### config.mk
export PLATFORM = sky130hd
export DESIGN_NAME = drt_timing_regs
export DESIGN_NICKNAME = d
export VERILOG_FILES = /design/src/design/drt_pkg.sv /design/src/design/drt_col_nibble.sv /design/src/design/drt_timing_regs.sv
export SDC_FILE = /design/constraint.sdc
export NUM_CORES = 1
export LEC_CHECK = 0
export ABC_AREA = 0
export BUFFER_PORTS_ARGS = -buffer_cell sky130_fd_sc_hd__buf_2
export CORE_MARGIN = 10
export CORE_UTILIZATION = 40
export CTS_CLUSTER_DIAMETER = 40
export CTS_CLUSTER_SIZE = 10
export DETAILED_ROUTE_END_ITERATION = 10
export PLACE_DENSITY_LB_ADDON = 0.08
export SYNTH_ARGS = -nofsm -noshare
export SYNTH_HDL_FRONTEND = slang
export SYNTH_HIERARCHICAL = 1
export SYNTH_SLANG_ARGS = --single-unit
### constraint.sdc
create_clock -name clk -period 5.9 [get_ports clk]
set_input_delay 1.18 -clock clk [delete_from_list [all_inputs] [get_ports clk]]
set_output_delay 1.18 -clock clk [all_outputs]
set_load 0.02 [all_outputs]
### src/design/drt_pkg.sv
// Operation
// - Select bit routes DMA cycles to DMA fields
// - DMA fields in bits 5:0, gated by select
// - Ras-cas delay clear adds no strobe wait
// - Stretch bit sets full or half cas low
// - Wait count code inserts zero to three waits
// - Bank width: byte, half, word, reserved
// - Test control register is write-only
// - Column test bit: nibbles count independently
// - Force bit steps refresh counter every cycle while refresh is enabled
// - Size force resets to 10, forces byte/half
// - Ten-bit column incrementer during bursts
// - Seven-bit refresh down counter, reload at zero
package drt_pkg;

    // ----------------------------------------------------------------
    // Register offsets on the register select address
    // ----------------------------------------------------------------
    localparam logic [3:0] DRT_OFF_REFRESH = 4'h0;
    localparam logic [3:0] DRT_OFF_CPU = 4'h4;
    localparam logic [3:0] DRT_OFF_DMA = 4'h8;
    localparam logic [3:0] DRT_OFF_TEST = 4'hC;

    // ----------------------------------------------------------------
    // Field positions
    // ----------------------------------------------------------------
    localparam int DRT_SEL_BIT = 6;
    localparam int DRT_TIMING_MSB = 5;
    localparam int DRT_TEST_MSB = 3;
    localparam int DRT_RFSH_EN_BIT = 7;
    localparam int DRT_RFDIV_MSB = 6;
    localparam int DRT_REFCNT_LSB = 8;
    localparam int DRT_REFCNT_MSB = 15;

    // ----------------------------------------------------------------
    // Access size and bank width codes
    // ----------------------------------------------------------------
    localparam logic [1:0] DRT_SIZE_BYTE = 2'h0;
    localparam logic [1:0] DRT_SIZE_HALF = 2'h1;
    localparam logic [1:0] DRT_SIZE_BUS = 2'h2;
    localparam logic [1:0] DRT_WIDTH_RSVD = 2'h3;

    // ----------------------------------------------------------------
    // Column incrementer shape
    // ----------------------------------------------------------------
    localparam int DRT_COL_W = 10;
    localparam int DRT_NIB_W = 4;

    // ----------------------------------------------------------------
    // Carriers
    // ----------------------------------------------------------------
    typedef struct packed {
        logic ras_cas_delay;
        logic cas_low_stretch;
        logic [1:0] wait_count;
        logic [1:0] bank_width;
    } drt_timing_t;

    typedef struct packed {
        logic column_inc_test;
        logic refresh_step_force;
        logic [1:0] access_size_force;
    } drt_test_t;

    typedef struct packed {
        logic [15:0] refresh_ctl;
        logic dma_timing_select;
        drt_timing_t cpu;
        drt_timing_t dma;
        drt_test_t test;
        logic [7:0] div_cnt;
        logic [6:0] ref_cnt;
        logic ref_req;
        logic [31:0] rd_data;
        logic rd_oe;
    } drt_state_t;

    // ----------------------------------------------------------------
    // Reset values
    // ----------------------------------------------------------------
    localparam logic [15:0] DRT_RST_REFRESH = 16'h0000;
    localparam drt_timing_t DRT_RST_TIMING = 6'h00;
    localparam drt_test_t DRT_RST_TEST = 4'h2;
    localparam logic [7:0] DRT_RST_DIV = 8'h00;
    localparam logic [6:0] DRT_RST_REF = 7'h00;

endpackage

### src/design/drt_col_nibble.sv
`timescale 1ns/1ns
// One slice of the column address incrementer
module drt_col_nibble #(
    parameter int W = 4
) (
    input wire logic clk,
    input wire logic rst,
    input wire logic load,
    input wire logic [W-1:0] load_val,
    input wire logic step,
    output logic [W-1:0] value,
    output logic carry
);
    // ----------------------------------------------------------------
    // State
    // ----------------------------------------------------------------
    logic [W-1:0] cnt_ff; // Slice count
    logic [W-1:0] nxt_cnt; // Next slice count

    // Load wins over step so a burst start is never skewed
    always_comb begin
        nxt_cnt = cnt_ff;
        if (load) begin
            nxt_cnt = load_val;
        end else if (step) begin
            nxt_cnt = cnt_ff + {{(W-1){1'b0}}, 1'b1};
        end
    end

    // Register the slice
    always_ff @(posedge clk) begin
        if (rst) begin
            cnt_ff <= '0;
        end else begin
            cnt_ff <= nxt_cnt;
        end
    end

    assign value = cnt_ff;
    // Ripple carry to the next slice, only when this slice steps
    assign carry = step & (&cnt_ff);
endmodule // drt_col_nibble

### src/design/drt_timing_regs.sv
`timescale 1ns/1ns
module drt_timing_regs
    import drt_pkg::*;
(
    input wire logic clk,
    input wire logic rst,
    // Register access
    input wire logic reg_sel,
    input wire logic [3:0] reg_addr,
    input wire logic reg_write,
    input wire logic [31:0] bd_in,
    output logic [31:0] bd_out,
    output logic bd_oe,
    // Cycle context from the strobe machine
    input wire logic dma_master,
    input wire logic [1:0] bus_size,
    input wire logic col_load,
    input wire logic [9:0] col_load_addr,
    input wire logic col_inc,
    // Timing for the strobe machine
    output drt_timing_t timing,
    output logic rc_extra_cycle,
    output logic cas_low_full,
    output logic [1:0] wait_states,
    output logic bank_width_bad,
    output logic [1:0] access_size,
    output logic [9:0] col_addr,
    output logic refresh_req,
    output logic refresh_step
);
    // ----------------------------------------------------------------
    // State and decode
    // ----------------------------------------------------------------
    drt_state_t st_ff; // All registered state
    drt_state_t nxt_st; // Next state
    logic wr_hit; // Register write this cycle
    logic rd_hit; // Register read this cycle
    logic ref_tick; // Divided refresh clock pulse
    logic [7:0] refcnt; // Refresh clock divisor
    logic [6:0] rfdiv; // Refresh reload value
    logic rfsh_en; // Refresh enable
    logic [2:0] nib_step; // Step per column slice
    logic [2:0] nib_carry; // Carry out per slice

    assign wr_hit = reg_sel & reg_write;
    assign rd_hit = reg_sel & ~reg_write;
    assign refcnt = st_ff.refresh_ctl[DRT_REFCNT_MSB:DRT_REFCNT_LSB];
    assign rfdiv = st_ff.refresh_ctl[DRT_RFDIV_MSB:0];
    assign rfsh_en = st_ff.refresh_ctl[DRT_RFSH_EN_BIT];

    // ----------------------------------------------------------------
    // Timing set selection
    // ----------------------------------------------------------------
    // DMA set only for DMA cycles with the select bit set
    always_comb begin
        if (dma_master && st_ff.dma_timing_select) begin
            timing = st_ff.dma;
        end else begin
            timing = st_ff.cpu;
        end
    end

    // Derived strobe controls for the state machine
    assign rc_extra_cycle = timing.ras_cas_delay;
    assign cas_low_full = timing.cas_low_stretch;
    assign wait_states = timing.wait_count;
    // Reserved width flagged so the state machine can refuse it
    assign bank_width_bad = (timing.bank_width == DRT_WIDTH_RSVD);

    // Forced size; code 11 falls back to the bus size
    always_comb begin
        unique case (st_ff.test.access_size_force)
            DRT_SIZE_BYTE: access_size = DRT_SIZE_BYTE;
            DRT_SIZE_HALF: access_size = DRT_SIZE_HALF;
            default: access_size = bus_size;
        endcase
    end

    // ----------------------------------------------------------------
    // Refresh divider tick
    // ----------------------------------------------------------------
    // A zero divisor never ticks, matching the no-refresh hazard
    assign ref_tick = (refcnt != 8'h00) && (st_ff.div_cnt == refcnt - 8'h01);
    // Force bit bypasses the divider entirely
    assign refresh_step = rfsh_en &
        (st_ff.test.refresh_step_force | ref_tick);

    // ----------------------------------------------------------------
    // Next state
    // ----------------------------------------------------------------
    always_comb begin
        nxt_st = st_ff;
        nxt_st.ref_req = 1'b0;
        nxt_st.rd_oe = rd_hit;
        nxt_st.rd_data = 32'h0000_0000;
        // Register writes; upper bits dropped
        if (wr_hit) begin
            unique case (reg_addr)
                DRT_OFF_REFRESH: begin
                    nxt_st.refresh_ctl = bd_in[15:0];
                end
                DRT_OFF_CPU: begin
                    nxt_st.dma_timing_select = bd_in[DRT_SEL_BIT];
                    nxt_st.cpu = bd_in[DRT_TIMING_MSB:0];
                end
                DRT_OFF_DMA: begin
                    nxt_st.dma = bd_in[DRT_TIMING_MSB:0];
                end
                DRT_OFF_TEST: begin
                    nxt_st.test = bd_in[DRT_TEST_MSB:0];
                end
                default: begin
                end
            endcase
        end
        // Readable registers only; test and refresh read zero
        if (rd_hit) begin
            unique case (reg_addr)
                DRT_OFF_CPU: begin
                    nxt_st.rd_data = {25'h0,
                        st_ff.dma_timing_select, st_ff.cpu};
                end
                DRT_OFF_DMA: begin
                    nxt_st.rd_data = {26'h0, st_ff.dma};
                end
                default: begin
                    nxt_st.rd_data = 32'h0000_0000;
                end
            endcase
        end
        // Divider runs only while refresh is enabled; a new setting
        // restarts it, so a smaller divisor never waits for a wrap
        if (!rfsh_en || ref_tick ||
                (wr_hit && reg_addr == DRT_OFF_REFRESH)) begin
            nxt_st.div_cnt = DRT_RST_DIV;
        end else begin
            nxt_st.div_cnt = st_ff.div_cnt + 8'h01;
        end
        // Down counter, request at zero then reload
        if (refresh_step) begin
            if (st_ff.ref_cnt == 7'h00) begin
                nxt_st.ref_cnt = rfdiv;
                nxt_st.ref_req = 1'b1;
            end else begin
                nxt_st.ref_cnt = st_ff.ref_cnt - 7'h01;
            end
        end
    end

    // Register all state
    always_ff @(posedge clk) begin
        if (rst) begin
            st_ff.refresh_ctl <= DRT_RST_REFRESH;
            st_ff.dma_timing_select <= 1'b0;
            st_ff.cpu <= DRT_RST_TIMING;
            st_ff.dma <= DRT_RST_TIMING;
            st_ff.test <= DRT_RST_TEST;
            st_ff.div_cnt <= DRT_RST_DIV;
            st_ff.ref_cnt <= DRT_RST_REF;
            st_ff.ref_req <= 1'b0;
            st_ff.rd_data <= 32'h0000_0000;
            st_ff.rd_oe <= 1'b0;
        end else begin
            st_ff <= nxt_st;
        end
    end

    // Read port and refresh pulse come straight from flops
    assign bd_out = st_ff.rd_data;
    assign bd_oe = st_ff.rd_oe;
    assign refresh_req = st_ff.ref_req;

    // ----------------------------------------------------------------
    // Column address incrementer
    // ----------------------------------------------------------------
    // Test mode feeds every slice the raw step; else carries ripple
    assign nib_step[0] = col_inc;
    assign nib_step[1] = st_ff.test.column_inc_test ? col_inc
                                                   : nib_carry[0];
    assign nib_step[2] = st_ff.test.column_inc_test ? col_inc
                                                   : nib_carry[1];

    // Low slice always sees the raw step
    drt_col_nibble #(.W(DRT_NIB_W)) u_nib0 (
        .clk(clk),
        .rst(rst),
        .load(col_load),
        .load_val(col_load_addr[3:0]),
        .step(nib_step[0]),
        .value(col_addr[3:0]),
        .carry(nib_carry[0])
    );

    // Middle slice
    drt_col_nibble #(.W(DRT_NIB_W)) u_nib1 (
        .clk(clk),
        .rst(rst),
        .load(col_load),
        .load_val(col_load_addr[7:4]),
        .step(nib_step[1]),
        .value(col_addr[7:4]),
        .carry(nib_carry[1])
    );

    // Top slice is the short two-bit remainder of the ten bits
    drt_col_nibble #(.W(DRT_COL_W - 2 * DRT_NIB_W)) u_nib2 (
        .clk(clk),
        .rst(rst),
        .load(col_load),
        .load_val(col_load_addr[9:8]),
        .step(nib_step[2]),
        .value(col_addr[9:8]),
        .carry(nib_carry[2])
    );
endmodule // drt_timing_regs

==> summary.md, run 1 <==
| Metric | Value |
|---|---|
| Synthesis-to-layout area growth | 13.65% |
| First-pass iteration count of the detailed router | 4 |
| Count of routing violations after the opening detailed-route iteration | between 100 and 150 |
| Time the final worst path needs with I/O delays and setup | ~3800 ps |
| Clock tree from TritonCTS | yes |
| WP data arrival | between 2000 and 3000 ps |
| Outcome | completed |
| Clock input transition at the sequential cells of the worst setup and hold paths | around 80 ps |
| CTS hold repair buffers | 0 |
| Largest stage delay on the critical path | approximately 470 ps |
| First-pass GRT wire length | roughly 13 mm |
| Slew Limit Fails | 0 |
| Routed len/inst | 14.02 µm |
| Netlist area before placement | ~0.0035 mm² |
| CP top delay family | compound AO/OA/AOI/OAI gates |
| Critical register-to-register path startpoint | refcnt[0] |
| Hold Fails Final Rpt | 0 |
| Clock tree skew after final layout | 10.98 ps |
| Required time of the critical path | 4720 ps |
| Combined global-route utilization of all metal layers | about an eighth |
| Unrepaired setup endpoints after global routing | false |
| Number of routed nets with antenna violations | 0 |
| Number of global-route vias before repair | about 2800 |
| Clock Root Buffer | sky130_fd_sc_hd__clkbuf_8 |
| Worst-path cell with the longest stage delay | sky130_fd_sc_hd__o31ai_4 |
| Y dimension of the die | 113.1 µm |
| Worst path most repeated cell | sky130_fd_sc_hd__inv_1 |
| CTS sink cnt | 67 |
| Worst setup path startpoint | refcnt[0] |
| IR Drop Worst-Case VDD | 0.1402 mV |
| Total wire length after detailed routing | 8.008 mm |
| Transition at the pin with the smallest max-transition slack | 609.5 ps |
| Post-CTS Setup Repair Bufs | 0 |
| I/O pins | ~110 |
| R2R depth | 8 |
| Synthesized instance count | ~400 |
| Clock Tree Buf Depth | 2 |
| Largest net degree at the start of global routing | 59 |
| Largest driver fanout on the critical path | 8 |
| Startpoint type of the worst setup path | register |
| Count of vias placed by the detailed router | about 2700 |
| Capture point of the worst path | refresh_step |
| Post-CTS Resized | 0 |
| Remaining routing DRC violations | 0 |
| Max Cap Viol | 0 |
| Worst rel slew slack | between 50% and 60% |
| Clock Latency Late Sink | 350 ps |
| Fraction of the cycle the final worst path needs | between 60% and 70% |
| Floorplan die area | roughly 0.013 mm² |
| Leak Pwr | between 1.5 and 2 nW |
| Total Neg Setup Slack | 0 ps |
| Final net count | between 500 and 600 |
| Avg Inst Size Synth | between 8 and 9 µm² |
| Path type of the worst setup path | reg -> out |
| Synth warn | 6 |
| Worst-path cell chain | inv_1, ha_1, xnor2_1, nor2_1, o2111ai_2, o31ai_4, nand2_1, inv_1, buf_2 |
| Power density cells | roughly 240 mW/mm² |
| Diodes inserted | 0 |
| Sum of buffers and inverters on the critical path | 3 |
| Vias per inst | ~4.8 |
| Top achievable clock speed | around 270 MHz |
| Max H-tree Level | 3 |
| Std-Cell Rows | 33 |
| Number of CTS-inserted buffers | 9 |
| GRT overflow | 0 |
| Reg2Reg Setup Slack | ~3600 ps |
| Total power after layout | 0.0009466 W |
| Worst Setup End Kind | output pin |
| End of the worst register-to-register path | st_ff[45] |
| Number of antenna violations at the first check in global routing | 0 |
| Total setup violations reported at the end of the flow | 0 |
| Hold wc startpoint | rfdiv[6] |
| Depth of the critical timing path with buffers and inverters included | 9 |
| Std-Cell Core Area | between 0.008 and 0.009 mm² |
| Effective utilization at floorplan | 41.54% |
| Horizontal extent of the die | 113.1 µm |
| Share of cells above drive strength 1 | a little under a quarter |
| Hold/Removal Path Class | reg -> reg |
| Routability congestion estimate | around 0.8 |
| Half-perimeter wire length after placement | slightly above 6 mm |
| IO buf count | 71 |
==> area by class of cell <==
type	instances	area (µm²)
Tap cell	105	131.4
Clock inverter	7	77.57
Multi-Input combinational cell	288	1803
Clock buffer	9	123.9
Fill cell	868	4403
Timing Repair Buffer	75	385.4
Sequential cell	67	1341
Inverter	20	75.07
==> placed cells by master, fill, tap and decap left out, drive strengths merged, types with 9 or more instances in the layout <==
cell type  instances
buf               75
dfxtp             67
nor2              49
nand2             45
mux2i             26
conb              25
a21oi             24
inv               21
xor2              11
xnor2             10
nand3              9
clkbuf             9
mux2               9
==> flip-flops by register name, indices dropped and copies added (netlist names) <==
register	cells
bd_out	7
refresh_req	1
u_nib1/value	4
rfsh_en	1
st_ff	32
bd_oe	1
refcnt	8
u_nib2/value	2
rfdiv	7
u_nib0/value	4
==> tightest hold or removal path, delay by kind of cell, from the launching register on <==
kind,cells,cell delay (ps)
flip-flops,1,320
AND/OR/NAND/NOR,1,50
AO/OA/AOI/OAI,1,50
==> report_power, final <==
part | switching (W) | leakage [nW] | internal [W]
clock network | 0.000191 | 0.0998 | 0.000198
registers | 0.00000753 | 0.543 | 0.000459
logic | 0.0000585 | 1.02 | 0.0000325
total | 0.000257 | 1.66 | 0.000690
==> worst min-delay path by stage <==
stage,end,cells past startpoint
detailed placement,rfdiv[6],2
global placement,rfdiv[5],2
finish,rfdiv[6],2
global route,rfdiv[6],2
floorplan,rfdiv[6],2
CTS,rfdiv[6],2
==> metal layers <==
metal / wire length, µm / track usage (%) / vias up
met1: 3639 / 14.65 / 1231
met5: 0 / 0 / -
met2: 3717 / 20.05 / 69
met4: 85 / 4.315 / 0
met3: 565 / 4.332 / 9
li1: - / - / 1414
==> per-stage QoR <==
stage               hold slack (ps)  std cells  area, µm²  util (%)  worst slack, ps
floorplan                     431.8        427       3555         -             2726
global placement              449.2        555       3736     44.79             2547
detailed placement            457.1        555       3736     44.79             2517
CTS                           468.5        571       3938     47.21             2122
global route                  499.5        571       3938     47.21             1907
finish                        465.5        571       3938     47.21             2146
No activity file was read; power rests on OpenSTA's default activity.
==> run 2, diff against run 1 <==
Settings changed: ABC_AREA 0 to 1.
Clock period 5.9 ns to 3.39 ns, I/O delays scaled along.
==> summary.md, run 2 <==
| Metric | Value |
|---|---|
| Max Cap Viol | 0 (unchanged) |
| Std-Cell Rows | 34 (+3.0%) |
| Total wire length after detailed routing | 8.488 mm (+6.0%) |
| Largest net degree at the start of global routing | 23 (-61%) |
| Post-CTS Setup Repair Bufs | 0 (unchanged) |
| Max H-tree Level | 3 (unchanged) |
| Max FFs per register | 32 (unchanged) |
| Combined global-route utilization of all metal layers | 13.00% (+0.69 points) |
| Transition at the pin with the smallest max-transition slack | 626.9 ps (+17.38 ps) |
| Count of vias placed by the detailed router | 3169 (+16%) |
| Clock tree skew after final layout | 12.95 ps (+1.964 ps) |
| Slew Limit Fails | 0 (unchanged) |
| Routed len/inst | 12.13 µm (-14%) |
| Startpoint type of the worst setup path | register |
| Number of routed nets with antenna violations | 0 (unchanged) |
| IR Drop Worst-Case VDD | 0.1547 mV (+10%) |
| Leak Pwr | 1.968 nW (+18%) |
| Total Neg Setup Slack | 0 ps (unchanged) |
| Synth warn | 6 (unchanged) |
| Required time of the critical path | 2710 ps (-2010 ps) |
| Routed length on met2 | 3.758 mm (+1.1%) |
| CTS sink cnt | 67 (unchanged) |
| Placed inst area | 0.003844 mm² (+2.9%) |
| Outcome | completed |
| Floorplan die area | 0.01309 mm² (+2.4%) |
| Worst Setup End Kind | output pin |
| Time the final worst path needs with I/O delays and setup | about 2800 ps |
| Count of routing violations after the opening detailed-route iteration | 112 (+7.7%) |
| Met1 WL | 3.974 mm (+9.2%) |
| Number of antenna violations at the first check in global routing | 0 (unchanged) |
| Y dimension of the die | 114.4 µm (+1.2%) |
| Routability congestion estimate | 0.8484 (+8.6%) |
| # placed instances | 684 (+23%) |
| First-pass GRT wire length | 14.25 mm (+7.0%) |
| Clock Root Buffer | sky130_fd_sc_hd__clkbuf_8 |
| Final hold slack | 463.9 ps (-1.555 ps) |
| Top achievable clock speed | between 300 and 400 MHz |
| Share of cells above drive strength 1 | 18.24% (-4.9 points) |
| Worst rel slew slack | 58.16% (-1.2 points) |
| IO buf count | 71 (unchanged) |
| Final design area excluding fillers | 0.004043 mm² (+2.7%) |
| Hold Fails Final Rpt | 0 (unchanged) |
| First-pass iteration count of the detailed router | 4 (unchanged) |
| Largest driver fanout on the critical path | 8 (unchanged) |
| Cell Count, Final, Fillers Out | 700 (+23%) |
| Total setup violations reported at the end of the flow | 0 (unchanged) |
| Netlist area before placement | 0.003566 mm² (+2.9%) |
| Total power after layout | 0.001644 W (+74%) |
| Half-perimeter wire length after placement | 6.527 mm (+8.0%) |
| Clock Latency Late Sink | 350 ps (about the same) |
| Clock Tree Buf Depth | 2 (unchanged) |
| Remaining routing DRC violations | 0 (unchanged) |
| Post-CTS Resized | 0 (unchanged) |
| CTS hold repair buffers | 0 (unchanged) |
| WP data arrival | 2150 ps (-420 ps) |
| Final net count | 649 (+24%) |
| Highest metal layer with signal wires | met4 |
| I/O pins | 113 (unchanged) |
| Horizontal extent of the die | 114.4 µm (+1.2%) |
| Path type of the worst setup path | reg -> out |
| Vias per inst | 4.527 (-5.1%) |
| Commonest cells after routing, fill and taps aside | sky130_fd_sc_hd__nand2_1, sky130_fd_sc_hd__nor2_1, sky130_fd_sc_hd__buf_2, sky130_fd_sc_hd__dfxtp_1, sky130_fd_sc_hd__inv_1 |
| Std-Cell Core Area | 0.008721 mm² (+4.6%) |
| Met3 wirelength from detailed routing | 662 µm (+17%) |
| Effective utilization at floorplan | 40.89% (-0.65 points) |
| Most flop-heavy register | st_ff |
| Clock input transition at the sequential cells of the worst setup and hold paths | 80 ps (about the same) |
| Power density cells | 406.8 mW/mm² (+69%) |
| Diodes inserted | 0 (unchanged) |
| Hold/Removal Path Class | reg -> reg |
| Avg Inst Size Synth | 6.779 µm² (-21%) |
| Synthesis-to-layout area growth | 13.37% |
| Synthesized instance count | 526 (+31%) |
| GRT overflow | 0 (unchanged) |
| Number of CTS-inserted buffers | 9 (unchanged) |
| Leading cell type in the layout, fill and taps excluded | sky130_fd_sc_hd__nand2_1 |
| Number of global-route vias before repair | 3051 (+9.2%) |
| Unrepaired setup endpoints after global routing | false |
| Fraction of the cycle the final worst path needs | a little over four fifths |
| Clock tree from TritonCTS | yes |
==> run 2: layer usage <==
| metal | vias up | global-route usage [%] |
|---|---|---|
| met4 | 0 | 5.096 |
| met5 | - | 0 |
| li1 | 1707 | - |
| met2 | 72 | 21.03 |
| met3 | 7 | 3.826 |
| met1 | 1383 | 15.80 |
==> run 2: layout make-up <==
cell class | count | area (µm²)
fill | 929 | 4678
multi-input combinational | 369 | 1739
sequential | 67 | 1341
timing repair buffer | 73 | 370.4
inverter | 67 | 257.7
tap | 108 | 135.1
clock buffer | 9 | 123.9
clock inverter | 7 | 75.07
==> run 2: where the power goes <==
part | leakage, nW | switching, W | internal [W]
Sequential | 0.543 | 0.0000118 | 0.000800
Clock | 0.0923 | 0.000331 | 0.000343
Combinational | 1.33 | 0.000109 | 0.0000501
Total | 1.97 | 0.000452 | 0.00119
==> run 2: worst paths after layout <==
kind,slack [ps],from,cells past startpoint,end
setup / recovery,560,refcnt[0],14,refresh_step
hold / removal,460,st_ff[55],2,bd_out[2]
setup reg to reg,1070,u_nib0/value[0],14,u_nib2/value[0]
hold reg to reg,460,st_ff[55],2,bd_out[2]
==> run 2: critical path, cell delays in order, from the launching register on <==
cell                       delay, ps
sky130_fd_sc_hd__dfxtp_1         380
sky130_fd_sc_hd__inv_2            80
sky130_fd_sc_hd__ha_1            240
sky130_fd_sc_hd__inv_1           100
sky130_fd_sc_hd__nand2_1          70
sky130_fd_sc_hd__nand2_1          70
sky130_fd_sc_hd__nand2_1          40
sky130_fd_sc_hd__nand2_1          60
sky130_fd_sc_hd__nand3_1          60
sky130_fd_sc_hd__nor2_1          140
sky130_fd_sc_hd__nand3_2         110
sky130_fd_sc_hd__nand2_4         130
sky130_fd_sc_hd__nand2_4          70
sky130_fd_sc_hd__clkinv_4         90
sky130_fd_sc_hd__buf_2           160
==> run 2: stage by stage <==
stage	setup slack, ps	util [%]
2_1_floorplan	989.5	-
3_3_place_gp	882.7	44.07
3_5_place_dp	827.3	44.07
4_1_cts	533.4	46.36
5_1_grt	383.9	46.36
6_report	561.4	46.36
==> run 3, diff against run 2 <==
Settings changed: ABC_AREA 1 to 0.
Clock period 3.39 ns to 2.9 ns, I/O delays scaled along.
==> summary.md, run 3 (synthesis results as in run 1) <==
| Metric | Value |
|---|---|
| Outcome | completed |
| Diodes inserted | 0 (unchanged) |
| R2R depth | 8 (-6) |
| CP top delay family | compound AO/OA/AOI/OAI gates |
| Unrepaired setup endpoints after global routing | false |
| Worst Setup End Kind | output pin |
| Clock Root Buffer | sky130_fd_sc_hd__clkbuf_8 |
| Switching share of total power | 26.84% (-0.62 points) |
| Final net count | 527 (-19%) |
| Post-CTS Setup Repair Bufs | 0 (unchanged) |
| Path type of the worst setup path | reg -> out |
| Largest driver fanout on the critical path | 6 (-2) |
| Total power after layout | 0.001921 W (+17%) |
| Worst-path cell with the longest stage delay | sky130_fd_sc_hd__dfxtp_1 |
| Max FFs per register | 32 (unchanged) |
| IR Drop Worst-Case VDD | 0.2380 mV (+54%) |
| Clock power share | 40.8% (-0.2 points) |
| First-pass iteration count of the detailed router | 4 (unchanged) |
| Switch Pwr | 0.0005155 W (+14%) |
| CTS sink cnt | 67 (unchanged) |
| Clock input transition at the sequential cells of the worst setup and hold paths | 80 ps (about the same) |
| Floorplan die area | 0.01278 mm² (-2.4%) |
| Clock Latency Late Sink | 330 ps (-20 ps) |
| Share of cells above drive strength 1 | 24.68% (+6.4 points) |
| Worst path most repeated cell | sky130_fd_sc_hd__inv_1 |
| Fraction of the core area covered by cells at the end of the flow | 47.75% (+1.4 points) |
| Count of vias placed by the detailed router | 2755 (-13%) |
| First-pass GRT wire length | 13.34 mm (-6.4%) |
| Worst rel slew slack | 63.15% (+5.0 points) |
| IO buf count | 71 (unchanged) |
| Number of antenna violations at the first check in global routing | 0 (unchanged) |
| Sum of buffers and inverters on the critical path | 3 (-1) |
| Number of routed nets with antenna violations | 0 (unchanged) |
| Y dimension of the die | 113.1 µm (-1.2%) |
| Instance count along the most critical hold path | 2 (unchanged) |
| Cell Count, Final, Fillers Out | 575 (-18%) |
| Top achievable clock speed | 360.4 MHz |
| Routability congestion estimate | 0.7471 (-12%) |
| Std-Cell Core Area | 0.008341 mm² (-4.4%) |
| Leak Pwr | 1.698 nW (-14%) |
| Hold/Removal Path Class | reg -> reg |
| Clock Tree Buf Depth | 2 (unchanged) |
| Most flop-heavy register | st_ff |
| Worst-path cell chain | inv_1, ha_2, o21ba_2, a22oi_1, o22ai_2, o31ai_4, nand2_1, inv_1, buf_2 |
| Count of routing violations after the opening detailed-route iteration | 82 (-27%) |
| Remaining routing DRC violations | 0 (unchanged) |
| Slew Limit Fails | 0 (unchanged) |
| Effective utilization at floorplan | 41.54% (+0.65 points) |
| Max H-tree Level | 3 (unchanged) |
| Share of power burned in registers | 49.5% (about the same) |
| # placed instances | 559 (-18%) |
| Part of the total power dissipated in combinational logic | 9.8% (+0.2 points) |
| Startpoint type of the worst setup path | register |
| Total wire length after detailed routing | 7.985 mm (-5.9%) |
| Std-Cell Rows | 33 (-2.9%) |
| Time the final worst path needs with I/O delays and setup | 2775 ps |
| Synthesis-to-layout area growth | 14.95% |
| WP data arrival | 2190 ps (+40 ps) |
| I/O pins | 113 (unchanged) |
| Half-perimeter wire length after placement | 6.258 mm (-4.1%) |
| Largest stage delay on the critical path | 390 ps (about the same) |
| Combined global-route utilization of all metal layers | 12.27% (-0.73 points) |
| Vias per inst | 4.791 (+5.8%) |
| Horizontal extent of the die | 113.1 µm (-1.2%) |
| Number of CTS-inserted buffers | 9 (unchanged) |
| Hold Fails Final Rpt | 0 (unchanged) |
| Required time of the critical path | 2320 ps (-390 ps) |
| Leading cell type in the layout, fill and taps excluded | sky130_fd_sc_hd__buf_2 |
| Clock tree from TritonCTS | yes |
| Total setup violations reported at the end of the flow | 0 (unchanged) |
| Depth of the critical timing path with buffers and inverters included | 9 (-5) |
| Largest net degree at the start of global routing | 38 (+65%) |
| Fraction of the cycle the final worst path needs | between 90% and 100% |
| Internal power consumption | 0.001405 W (+18%) |
| GRT overflow | 0 (unchanged) |
| Transition at the pin with the smallest max-transition slack | 552.7 ps (-74.20 ps) |
| Commonest cells after routing, fill and taps aside | sky130_fd_sc_hd__buf_2, sky130_fd_sc_hd__dfxtp_1, sky130_fd_sc_hd__nor2_1, sky130_fd_sc_hd__nand2_1, sky130_fd_sc_hd__mux2i_1 |
| Max Cap Viol | 0 (unchanged) |
| Clock tree skew after final layout | 7.408 ps (-5.539 ps) |
| Total Neg Setup Slack | 0 ps (unchanged) |
| Number of global-route vias before repair | 2830 (-7.2%) |
| Routed len/inst | 13.89 µm (+15%) |
| Power density cells | 482.3 mW/mm² (+19%) |
==> run 3: changes by cell type in the layout (fill, tap and decap cells not counted), moves of 7 or more <==
cell | previous run | this run
sky130_fd_sc_hd__nand2_1 | 115 | 45
sky130_fd_sc_hd__inv_1 | 59 | 20
sky130_fd_sc_hd__nand3_1 | 20 | 9
sky130_fd_sc_hd__nor2_1 | 79 | 49
sky130_fd_sc_hd__a22oi_1 | 0 | 7
sky130_fd_sc_hd__mux2_2 | 0 | 7
sky130_fd_sc_hd__mux2i_1 | 0 | 26
sky130_fd_sc_hd__o21ai_0 | 46 | 6
==> run 3: worst reg2reg max path: cells and delay by family, from the launching register on <==
| family | cells | cell delay, ps |
|---|---|---|
| XOR/XNOR | 1 | 160 |
| buffers and inverters | 1 | 80 |
| adder cells (fa/ha/maj) | 1 | 210 |
| AO/OA/AOI/OAI | 2 | 340 |
| AND/OR/NAND/NOR | 3 | 900 |
| flip-flops | 1 | 390 |
==> run 3: cell type report <==
class	instances	area, µm²
Clock buffer	9	123.9
Fill cell	866	4358
Sequential cell	67	1343
Multi-Input combinational cell	288	1817
Inverter	20	75.07
Tap cell	105	131.4
Clock inverter	7	77.57
Timing Repair Buffer	79	415.4
==> run 3: timing repair <==
item	CTS	global route
hold buffers	0	0
setup endpoints to repair	0	1
resized for setup	0	4
endpoints found under the hold margin	0	0
==> run 3: through the flow <==
stage / worst slack [ps] / hold slack [ps] / instance area, µm²
3_5_place_dp: 374.6 / 454.9 / 3766
3_3_place_gp: 419.4 / 450.3 / 3766
5_1_grt: 4.266 / 476.8 / 3983
6_report: 125.3 / 462.2 / 3983
4_1_cts: 8.186 / 466.0 / 3968
2_1_floorplan: 455.3 / 431.8 / 3555
==> run 3: power by group through the flow <==
stage | clock network [W] | logic (W) | registers [W]
5_1_grt | 0.000855 | 0.000209 | 0.000953
6_report | 0.000783 | 0.000188 | 0.000950
3_3_place_gp | 0 | 0.000186 | 0.000971
4_1_cts | 0.000813 | 0.000188 | 0.000950
2_1_floorplan | 0 | 0.000135 | 0.000982
3_5_place_dp | 0 | 0.000187 | 0.000972
==> run 3: worst paths after layout <==
path | startpoint | to | slack [ps]
min | rfdiv[5] | rfdiv[5] | 460
min reg2reg | rfdiv[5] | rfdiv[5] | 460
max reg2reg | refcnt[1] | st_ff[48] | 750
max | refcnt[1] | refresh_step | 130
==> run 3: layer usage <==
layer	vias up	routed length (µm)	share of wire (%)	track usage, %
met4	0	40	0.50	3.553
li1	1424	-	-	-
met3	4	450	5.6	3.539
met2	65	3672	46	19.93
met5	-	0	0	0
met1	1262	3821	48	15.39
